**src/hw/mmuac_pkg.sv**
```systemverilog
/*
  Package for the memory management and mode control block: register map,
  field positions, reset values, address map figures and mode encodings.
  Assumes a 24-bit virtual address space and a 32-bit APB register bus.
*/
package mmuac_pkg;

  localparam logic [11:0] MMUAC_OFS_CTRL   = 12'h000;
  localparam logic [11:0] MMUAC_OFS_MODE   = 12'h004;
  localparam logic [11:0] MMUAC_OFS_TBASE  = 12'h008;
  localparam logic [11:0] MMUAC_OFS_STATUS = 12'h00c;
  localparam logic [11:0] MMUAC_OFS_PERIPH = 12'h010;
  localparam logic [11:0] MMUAC_OFS_FAULT  = 12'h014;
  localparam logic [11:0] MMUAC_OFS_SHADOW = 12'h018;

  localparam int          MMUAC_CTRL_UIRQ_BIT  = 0;
  localparam int          MMUAC_MODE_SYS_BIT   = 0;
  localparam int          MMUAC_MODE_SSYS_BIT  = 1;
  localparam logic [1:0]  MMUAC_MODE_RST       = 2'h2;
  localparam logic [23:0] MMUAC_TBASE_RST      = 24'h000000;
  localparam logic [31:0] MMUAC_DENIED_RDATA   = 32'h00000000;

  localparam logic [23:0] MMUAC_USER_ENTRY     = 24'h800000;
  localparam logic [23:0] MMUAC_SYSTEM_VECTOR_CALL_BASE      = 24'hff0000;
  localparam logic [23:0] MMUAC_SYSTEM_VECTOR_CALL_MASK      = 24'hff0000;

  localparam logic [2:0]  MMUAC_PERM_READ      = 3'h1;
  localparam logic [2:0]  MMUAC_PERM_WRITE     = 3'h2;
  localparam logic [2:0]  MMUAC_PERM_EXEC      = 3'h4;
  localparam logic [3:0]  MMUAC_CODE_END       = 4'hf;
  localparam logic [3:0]  MMUAC_CODE_LINK      = 4'he;

  localparam int          MMUAC_ENTRY_WORDS    = 4;
  localparam int          MMUAC_MAX_SEGS       = 64;
  localparam int          MMUAC_PGROUPS        = 16;

  typedef enum logic [1:0] {
    MMUAC_MD_USER,
    MMUAC_MD_SYS,
    MMUAC_MD_SSYS
  } mmuac_mode_t;

  typedef enum {
    MMUAC_SS_BOOT,
    MMUAC_SS_TEST,
    MMUAC_SS_CLESS
  } mmuac_ss_t;

endpackage : mmuac_pkg

```
**src/hw/mmuac_top.sv**
```systemverilog
/*
  Memory management and CPU mode control for an 8-bit secure controller.
  Assumes a CPU that issues virtual addresses with one-cycle request
  strobes and waits on mem_ack_ff; segment table words are fetched over the
  same physical memory port (4 words per entry). APB slave for setup.
*/
//Contract
//- CPU uses virtual addresses; physical goes out
//- Two partitions; only test mode reaches both
//- Partition boundaries are fixed parameters
//- User mode segments memory with rwx rights
//- System code prepares; enforced only in user
//- Entry: rights, start, end, offset, groups
//- Relocated address still partition checked
//- At most 64 segments; end/link codes
//- Table fetched from ordinary memory
//- Per-segment rights for 16 register groups
//- Full group rights outside user mode
//- Out-of-range or forbidden access raises exception
//- Denied register access ignored, constant read
//- Shadow register kept per mode group
//- Group rights follow segment; others fixed
//- Two status bits encode the mode
//- Vector call enters system; else exception
//- Exceptions set system; irq mode configurable
//- Return restores saved bits; user needs irq
//- System call to 0x800000 enters user, no push
//- Software writes to mode bits only clear
//- System mode reaches every control register
//- Boot to test or contactless; never back
module mmuac_top
  import mmuac_pkg::*;
#(
  parameter logic [23:0] NVM_BASE   = 24'h000000,
  parameter logic [23:0] NVM_SPLIT  = 24'h008000,
  parameter logic [23:0] NVM_TOP    = 24'h00ffff,
  parameter logic [23:0] ROM_BASE   = 24'h100000,
  parameter logic [23:0] ROM_SPLIT  = 24'h108000,
  parameter logic [23:0] ROM_TOP    = 24'h10ffff,
  parameter logic [23:0] RAM_BASE   = 24'h200000,
  parameter logic [23:0] RAM_TOP    = 24'h2007ff,
  parameter int          MAX_SEGS   = mmuac_pkg::MMUAC_MAX_SEGS
) (
  input  wire logic        pclk,
  input  wire logic        presetn,
  input  wire logic        psel,
  input  wire logic        penable,
  input  wire logic        pwrite,
  input  wire logic [11:0] paddr,
  input  wire logic [31:0] pwdata,
  output logic      [31:0] prdata,
  output logic             pready,
  output logic             pslverr,
  input  wire logic        test_enable,
  input  wire logic        cpu_req,
  input  wire logic        cpu_we,
  input  wire logic        cpu_fetch,
  input  wire logic [23:0] cpu_vaddr,
  input  wire logic [7:0]  cpu_wdata,
  output logic      [7:0]  cpu_rdata_ff,
  output logic             mem_ack_ff,
  output logic             mem_req_ff,
  output logic             mem_we_ff,
  output logic      [23:0] mem_paddr_ff,
  output logic      [7:0]  mem_wdata_ff,
  input  wire logic        mem_done,
  input  wire logic [31:0] mem_rdata,
  input  wire logic        call_insn,
  input  wire logic [23:0] call_target,
  input  wire logic        irq_enter,
  input  wire logic        exc_enter,
  input  wire logic        return_from_interrupt_insn,
  input  wire logic        irq_active,
  input  wire logic        boot_done,
  output logic             exception_ff,
  output logic             no_push_ff,
  output logic      [1:0]  program_status_high_reg,
  output logic      [mmuac_pkg::MMUAC_PGROUPS-1:0] group_rights_ff
);
  import mmuac_pkg::*;

  typedef enum {ST_IDLE, ST_WALK, ST_WAIT, ST_ACCESS, ST_MEMW} mmuac_st_t;

  mmuac_st_t   st_ff;
  mmuac_ss_t   ss_ff;
  logic [1:0]  mode_ff, saved_ff;
  logic        uirq_ff;
  logic [23:0] tbase_ff, tptr_ff, seg_start_ff, seg_end_ff, seg_ofs_ff;
  logic [2:0]  seg_perm_ff;
  logic [1:0]  word_ff;
  logic [6:0]  seg_cnt_ff;
  logic        hit_valid_ff;
  logic [31:0] shadow_ff [3];
  logic [23:0] fault_ff;
  logic [MMUAC_PGROUPS-1:0] seg_groups_ff;
  logic [23:0] phys;
  logic        in_part, is_user, perm_ok, hit;
  logic [1:0]  bank;

  assign is_user = (mode_ff == 2'h0);
  assign hit = hit_valid_ff && cpu_vaddr >= seg_start_ff && cpu_vaddr <= seg_end_ff;
  assign phys = is_user ? 24'(cpu_vaddr + seg_ofs_ff) : cpu_vaddr;
  assign perm_ok = cpu_fetch ? seg_perm_ff[2] : (cpu_we ? seg_perm_ff[1] : seg_perm_ff[0]);
  assign bank = mode_ff[MMUAC_MODE_SSYS_BIT] ? 2'h2 : (mode_ff[MMUAC_MODE_SYS_BIT] ? 2'h1 : 2'h0);

  // Partition figures are parameters only: no register reaches them.
  always_comb begin
    if (ss_ff == MMUAC_SS_TEST && mode_ff[MMUAC_MODE_SSYS_BIT]) begin
      in_part = (phys >= NVM_BASE && phys <= NVM_TOP) || (phys >= ROM_BASE && phys <= ROM_TOP)
             || (phys >= RAM_BASE && phys <= RAM_TOP);
    end else begin
      in_part = (phys >= NVM_BASE && phys < NVM_SPLIT) || (phys >= ROM_BASE && phys < ROM_SPLIT)
             || (phys >= RAM_BASE && phys <= RAM_TOP);
    end
  end

  // Access sequencer; user mode walks the table on a miss.
  always_ff @(posedge pclk or negedge presetn) begin
    if (!presetn) begin
      st_ff <= ST_IDLE;
      tptr_ff <= MMUAC_TBASE_RST;
      word_ff <= 2'h0;
      seg_cnt_ff <= 7'h00;
      hit_valid_ff <= 1'b0;
      seg_start_ff <= 24'h000000;
      seg_end_ff <= 24'h000000;
      seg_ofs_ff <= 24'h000000;
      seg_perm_ff <= 3'h0;
      seg_groups_ff <= '0;
      mem_req_ff <= 1'b0;
      mem_we_ff <= 1'b0;
      mem_paddr_ff <= 24'h000000;
      mem_wdata_ff <= 8'h00;
      mem_ack_ff <= 1'b0;
      cpu_rdata_ff <= 8'h00;
      exception_ff <= 1'b0;
      fault_ff <= 24'h000000;
    end else begin
      mem_ack_ff <= 1'b0;
      mem_req_ff <= 1'b0;
      exception_ff <= 1'b0;
      if (!is_user) begin
        hit_valid_ff <= 1'b0;
      end
      // Illegal vector calls and illegal user returns trap here; the mode
      // logic then enters system mode from this pulse one cycle later.
      if (call_insn && !is_user && (call_target & MMUAC_SYSTEM_VECTOR_CALL_MASK) == MMUAC_SYSTEM_VECTOR_CALL_BASE) begin
        exception_ff <= 1'b1;
      end
      if (return_from_interrupt_insn && is_user && !(uirq_ff && irq_active)) begin
        exception_ff <= 1'b1;
      end
      unique case (st_ff)
        ST_IDLE: begin
          if (cpu_req) begin
            if (is_user && !hit) begin
              st_ff <= ST_WALK;
              tptr_ff <= tbase_ff;
              word_ff <= 2'h0;
              seg_cnt_ff <= 7'h00;
            end else begin
              st_ff <= ST_ACCESS;
            end
          end
        end
        ST_WALK: begin
          mem_req_ff <= 1'b1;
          mem_we_ff <= 1'b0;
          mem_paddr_ff <= tptr_ff;
          st_ff <= ST_WAIT;
        end
        ST_WAIT: begin
          if (mem_done) begin
            tptr_ff <= tptr_ff + 24'h000004;
            word_ff <= word_ff + 2'h1;
            st_ff <= ST_WALK;
            unique case (word_ff)
              2'h0: begin
                if (mem_rdata[3:0] == MMUAC_CODE_END || seg_cnt_ff == 7'(MAX_SEGS)) begin
                  st_ff <= ST_ACCESS;
                end else if (mem_rdata[3:0] == MMUAC_CODE_LINK) begin
                  tptr_ff <= mem_rdata[31:8];
                  word_ff <= 2'h0;
                end else begin
                  seg_perm_ff <= mem_rdata[2:0];
                  seg_groups_ff <= mem_rdata[31:16];
                end
              end
              2'h1: seg_start_ff <= mem_rdata[23:0];
              2'h2: seg_end_ff <= mem_rdata[23:0];
              default: begin
                seg_ofs_ff <= mem_rdata[23:0];
                seg_cnt_ff <= seg_cnt_ff + 7'h01;
                hit_valid_ff <= 1'b1;
                word_ff <= 2'h0;
                if (cpu_vaddr >= seg_start_ff && cpu_vaddr <= seg_end_ff) begin
                  st_ff <= ST_ACCESS;
                end
              end
            endcase
          end
        end
        ST_ACCESS: begin
          if (!in_part || (is_user && (!hit || !perm_ok))) begin
            exception_ff <= 1'b1;
            fault_ff <= cpu_vaddr;
            mem_ack_ff <= 1'b1;
            cpu_rdata_ff <= 8'h00;
            st_ff <= ST_IDLE;
          end else begin
            mem_req_ff <= 1'b1;
            mem_we_ff <= cpu_we;
            mem_paddr_ff <= phys;
            mem_wdata_ff <= cpu_wdata;
            st_ff <= ST_MEMW;
          end
        end
        default: begin
          if (mem_done) begin
            mem_ack_ff <= 1'b1;
            cpu_rdata_ff <= mem_rdata[7:0];
            st_ff <= ST_IDLE;
          end
        end
      endcase
    end
  end

  // Group rights follow the held segment in user mode, full otherwise.
  always_ff @(posedge pclk or negedge presetn) begin
    if (!presetn) begin
      group_rights_ff <= '1;
    end else if (is_user) begin
      group_rights_ff <= hit_valid_ff ? seg_groups_ff : '0;
    end else begin
      group_rights_ff <= '1;
    end
  end

  // Super-system sub-mode: boot only after reset, leaves once for good.
  always_ff @(posedge pclk or negedge presetn) begin
    if (!presetn) begin
      ss_ff <= MMUAC_SS_BOOT;
    end else if (ss_ff == MMUAC_SS_BOOT && boot_done) begin
      ss_ff <= test_enable ? MMUAC_SS_TEST : MMUAC_SS_CLESS;
    end
  end

  logic apb_wr, mode_wr;
  assign apb_wr = psel && penable && pwrite;
  assign mode_wr = apb_wr && paddr == MMUAC_OFS_MODE;

  // Mode bits. Events outrank a software write in the same cycle.
  always_ff @(posedge pclk or negedge presetn) begin
    if (!presetn) begin
      mode_ff <= MMUAC_MODE_RST;
      saved_ff <= 2'h0;
      no_push_ff <= 1'b0;
    end else begin
      no_push_ff <= 1'b0;
      if (ss_ff == MMUAC_SS_BOOT && boot_done && !test_enable) begin
        mode_ff <= 2'h1;
      end else if (exc_enter || exception_ff) begin
        saved_ff <= mode_ff;
        mode_ff[MMUAC_MODE_SYS_BIT] <= 1'b1;
      end else if (irq_enter) begin
        saved_ff <= mode_ff;
        if (!(uirq_ff && is_user)) begin
          mode_ff[MMUAC_MODE_SYS_BIT] <= 1'b1;
        end
      end else if (call_insn && is_user
                   && (call_target & MMUAC_SYSTEM_VECTOR_CALL_MASK) == MMUAC_SYSTEM_VECTOR_CALL_BASE) begin
        saved_ff <= mode_ff;
        mode_ff[MMUAC_MODE_SYS_BIT] <= 1'b1;
      end else if (call_insn && call_target == MMUAC_USER_ENTRY && mode_ff == 2'h1) begin
        mode_ff <= 2'h0;
        no_push_ff <= 1'b1;
      end else if (return_from_interrupt_insn && (!is_user || (uirq_ff && irq_active))) begin
        mode_ff <= saved_ff;
      end else if (mode_wr) begin
        mode_ff <= mode_ff & pwdata[1:0];
      end
    end
  end

  assign program_status_high_reg = mode_ff;

  // Configuration registers: fixed policy, system or super-system only.
  always_ff @(posedge pclk or negedge presetn) begin
    if (!presetn) begin
      uirq_ff <= 1'b0;
      tbase_ff <= MMUAC_TBASE_RST;
    end else if (apb_wr && !is_user) begin
      if (paddr == MMUAC_OFS_CTRL) begin
        uirq_ff <= pwdata[MMUAC_CTRL_UIRQ_BIT];
      end
      if (paddr == MMUAC_OFS_TBASE) begin
        tbase_ff <= pwdata[23:0];
      end
    end
  end

  // One shadow copy per mode group; each mode sees its own only.
  always_ff @(posedge pclk or negedge presetn) begin
    if (!presetn) begin
      shadow_ff[0] <= 32'h00000000;
      shadow_ff[1] <= 32'h00000000;
      shadow_ff[2] <= 32'h00000000;
    end else if (apb_wr && paddr == MMUAC_OFS_SHADOW) begin
      shadow_ff[bank] <= pwdata;
    end
  end

  // Reads of protected registers from user mode give a constant.
  always_ff @(posedge pclk or negedge presetn) begin
    if (!presetn) begin
      prdata <= 32'h00000000;
      pslverr <= 1'b0;
      pready <= 1'b0;
    end else begin
      pready <= psel && !penable;
      pslverr <= 1'b0;
      prdata <= MMUAC_DENIED_RDATA;
      if (psel && !penable && !pwrite) begin
        unique case (paddr)
          MMUAC_OFS_CTRL: prdata <= is_user ? MMUAC_DENIED_RDATA : {31'h0, uirq_ff};
          MMUAC_OFS_MODE: prdata <= {30'h0, mode_ff};
          MMUAC_OFS_TBASE: prdata <= is_user ? MMUAC_DENIED_RDATA : {8'h0, tbase_ff};
          MMUAC_OFS_STATUS: prdata <= {23'h0, hit_valid_ff, 1'b0, seg_cnt_ff};
          MMUAC_OFS_PERIPH: prdata <= {16'h0, group_rights_ff};
          MMUAC_OFS_FAULT: prdata <= {8'h0, fault_ff};
          MMUAC_OFS_SHADOW: prdata <= shadow_ff[bank];
          default: pslverr <= 1'b0;
        endcase
      end
      if (psel && !penable && !(paddr inside {MMUAC_OFS_CTRL, MMUAC_OFS_MODE,
          MMUAC_OFS_TBASE, MMUAC_OFS_STATUS, MMUAC_OFS_PERIPH, MMUAC_OFS_FAULT,
          MMUAC_OFS_SHADOW})) begin
        pslverr <= 1'b1;
      end
    end
  end
endmodule : mmuac_top

```
**config.mk**
```make
export PLATFORM = sky130hd
export DESIGN_NAME = mmuac_top
export DESIGN_NICKNAME = d
export VERILOG_FILES = /design/src/hw/mmuac_pkg.sv /design/src/hw/mmuac_top.sv
export SDC_FILE = /design/constraint.sdc
export NUM_CORES = 1
export LEC_CHECK = 0
export ABC_AREA = 1
export BUFFER_PORTS_ARGS = -buffer_cell sky130_fd_sc_hd__buf_2
export CAP_MARGIN = 20
export CELL_PAD_IN_SITES_DETAIL_PLACEMENT = 1
export CELL_PAD_IN_SITES_GLOBAL_PLACEMENT = 1
export CORE_ASPECT_RATIO = 1.1
export CORE_MARGIN = 5
export CORE_UTILIZATION = 39
export CTS_CLUSTER_DIAMETER = 50
export CTS_CLUSTER_SIZE = 10
export DETAILED_ROUTE_END_ITERATION = 8
export GPL_ROUTABILITY_DRIVEN = 0
export PLACE_DENSITY = 0.85
export SYNTH_ARGS = -nofsm -noshare
export SYNTH_HDL_FRONTEND = slang
export SYNTH_SLANG_ARGS = --single-unit
```
**constraint.sdc**
```tcl
create_clock -name pclk -period 2.7 [get_ports pclk]
set_input_delay 0.81 -clock pclk [delete_from_list [all_inputs] [get_ports pclk]]
set_output_delay 0.81 -clock pclk [all_outputs]
set_load 0.03 [all_outputs]
```
==> run summary <==
Outcome: finished, violations left
Failing checks: setup timing
Mapped cell area: 19500 µm²
VDD IR-drop max: 0.644 mV
Core Area: 49800 µm²
Period utilisation layout: 114%
Die width: 223 µm
Tot GR Track Use: 28.6%
Hpwl dp: 57300 µm
Top reg by flops: shadow_ff
Routed Antenna Nets: 0
Cell Count, Final, Fillers Out: 3605
Clk_lat worst skew: 0.61 ns
Port bufs: 244
H-tree depth: 2
Power Density: 933 nW/µm²
Clock slew at reported path FFs: 0.07 ns
Crit-path max FO: 9
Antenna violations before repair: 7
Worst setup path startpoint: seg_ofs_ff[5]$_DFFE_PN0P_
Area grow syn2layout: 31.3%
Mapped Cells: 2518
DRC viols: 0
LEAKAGE: 12.8 nW
First-pass GRT wire length: 124000 µm
Max reg flops: 96
Crit Path Class: register to register
Ports: 245
Most frequent cells in the layout: nand2_1 (767), dfrtp_1 (356), o21ai_0 (307), inv_1 (272), buf_2 (241)
Final worst slack: -0.366 ns
EDFF count, synth: 0
Wirelength per Cell: 23.6 µm
Final Max Slew Viols: 0
Reg-to-reg startpoint: seg_ofs_ff[5]$_DFFE_PN0P_
Worst Setup End Kind: register
Die Y-Extent: 245 µm
Max Fclk: 0.326 GHz
Drt first pass iters: 5
Largest net degree at the start of global routing: 69
Yosys warns: 0
Clk sinks: 374
Crit path DAT: 3.53 ns
Flip-flop and latch count after synthesis: 374
Root Driver: clkbuf_16
Fraction of layout instances using a drive strength above 1: 24.1%
Final wirelength: 85100 µm
CTS Hold Buffers Added: 0
Die area: 54600 µm²
Asr flop ratio synth: 100%
Startpoint type of the worst setup path: register
Worst R2R Path Depth: 19
Final setup viols: 73
Commonest non-fill, non-tap cell in the layout: nand2_1
Worst-Margin Slew: 1.07 ns
Fin nets: 3132
Setup TNS Final: -12.88 ns
Max Cap Viol: 0
CTS tree: yes
Flop2flop setup slack: -0.37 ns
Starting Density: 39.1%
Syn Nets: 2745
Clock Path Buffers: 3
Register area share after synthesis: 48.1%
Vias in the first global route: 21500
Initial drt markers: 1858
Hold WC Path Type: primary input to async pin
RSZ-0062 raised after global routing: true
Via/cell ratio: 5.70
Inst Count DP: 3473
Grt ovf: 0
WP data required: 3.16 ns
Number of distinct library cells after synthesis: 49
Clock skew: 0.0230 ns
Ys flop type: dfrtp_1
Regs by FF count: shadow_ff (96), prdata (32)
Mapped Avg Cell Area: 7.74 µm²
TritonCTS buffer count: 49
Total number of vias: 20500
Min cycle time layout: 3.07 ns
Worst r2r dst: fault_ff[9]$_DFFE_PN0P_
Relative slew slack: 28.7%
Final Hold Viols: 0
# rows: 86
[cells by family after synthesis]
kind of cell,count (synthesis),synth area share [%]
adders and majority gates,79,5.11
xor gates and xnor gates,18,0.809
muxes,3,0.160
DFF,374,48.1
buffers and inverters,390,7.70
AOI/OAI and AO/OA,482,13.6
and+or+nand+nor,1172,24.5
[synthesized netlist by cell type (all sizes together) (3+ instances only)]
cell type | number | area share [%]
nand2 | 830 | 16
dfrtp | 357 | 46
o21ai | 317 | 8.1
inv | 283 | 5.4
nand3 | 156 | 4.0
nor2 | 118 | 2.3
a21oi | 86 | 2.2
clkbuf | 81 | 1.6
ha | 78 | 5.0
nand4 | 28 | 0.93
buf | 23 | 0.64
a221oi | 20 | 0.90
nor3 | 18 | 0.49
dfstp | 17 | 2.3
a31oi | 15 | 0.48
xor2 | 14 | 0.63
a22o | 13 | 0.58
nor4 | 7 | 0.22
or2 | 6 | 0.19
o211ai | 5 | 0.19
o31ai | 5 | 0.19
nand3b | 4 | 0.15
xnor2 | 4 | 0.18
a211oi | 3 | 0.12
a22oi | 3 | 0.12
clkinv | 3 | 0.058
o22ai | 3 | 0.096
or4 | 3 | 0.12
[metal layers]
| metal | wire (µm) | GRT usage (%) | vias to the layer above |
|---|---|---|---|
| met5 | 16 | 0 | - |
| met4 | 5620 | 15.1 | 4 |
| met3 | 5830 | 4.60 | 313 |
| met2 | 41800 | 49.1 | 990 |
| met1 | 31800 | 34.7 | 10300 |
| li1 | - | - | 8961 |
[through the flow]
| step | setup slack [ns] | utilization, % | instance area [µm²] | power [mW] | hold WS (ns) |
|---|---|---|---|---|---|
| final | -0.366 | 51.4 | 25600 | 23.9 | 0.169 |
| after global routing | -0.473 | 51.4 | 25600 | 25.0 | 0.187 |
| after CTS | -0.0854 | 49.5 | 24700 | 22.4 | 0.165 |
| after detailed placement | -0.872 | 45.3 | 22600 | 15.4 | 0.471 |
| after floorplan | -0.162 | - | 19500 | 12.2 | 0.442 |
| after global placement | -0.748 | 45.3 | 22600 | 14.9 | 0.465 |
[report_power, final]
part,internal (mW),switching (mW),total [mW]
combinational,3.45,5.99,9.44
sequential,6.82,1.14,7.96
clock,3.83,2.66,6.49
[repair_timing]
action,in CTS,in global routing
endpoints found under the setup margin,89,95
buffers inserted,9,21
gates cloned,3,9
pin swaps,16,62
resized for setup,68,147
[final cells by class]
cell class,instances,area [µm²]
repair buffers,439,3150
clock inverters,15,228
repair inverters,1,7.51
well taps,660,826
diodes,5,12.5
clock buffers,71,1340
inverters,286,1080
flip-flops and latches,374,9380
multi-input cells,1754,9580
fillers,6004,24200
[worst max-delay path by stage]
stage                                              to  slack [ns]  cells past startpoint
final                         fault_ff[9]$_DFFE_PN0P_       -0.37                     19
after global routing          fault_ff[9]$_DFFE_PN0P_       -0.47                     17
after CTS                 mem_paddr_ff[3]$_DFFE_PN0P_       -0.09                     17
after detailed placement  mem_wdata_ff[4]$_DFFE_PN0P_       -0.87                     20
after global placement          mem_we_ff$_DFFE_PN0P_       -0.75                     19
after floorplan                  mem_ack_ff$_DFF_PN0_       -0.16                     18
[worst max-delay path, stage by stage (launching register included)]
cell and delay (ns):
dfrtp_1 0.42, ha_4 0.33, nand2_1 0.08, nand2_1 0.11, nand2_2 0.07, nand2_2 0.09
nand2_1 0.10, buf_4 0.15, nand3_1 0.09, nand2_1 0.07, nand3_1 0.11, nand2_2 0.07
nand2_1 0.09, nor2_1 0.06, nand3_1 0.09, nand2_2 0.10, nand3_4 0.14, nand2_8 0.15
clkbuf_16 0.20, o21ai_0 0.38
No activity file was read; power rests on OpenSTA's default activity.
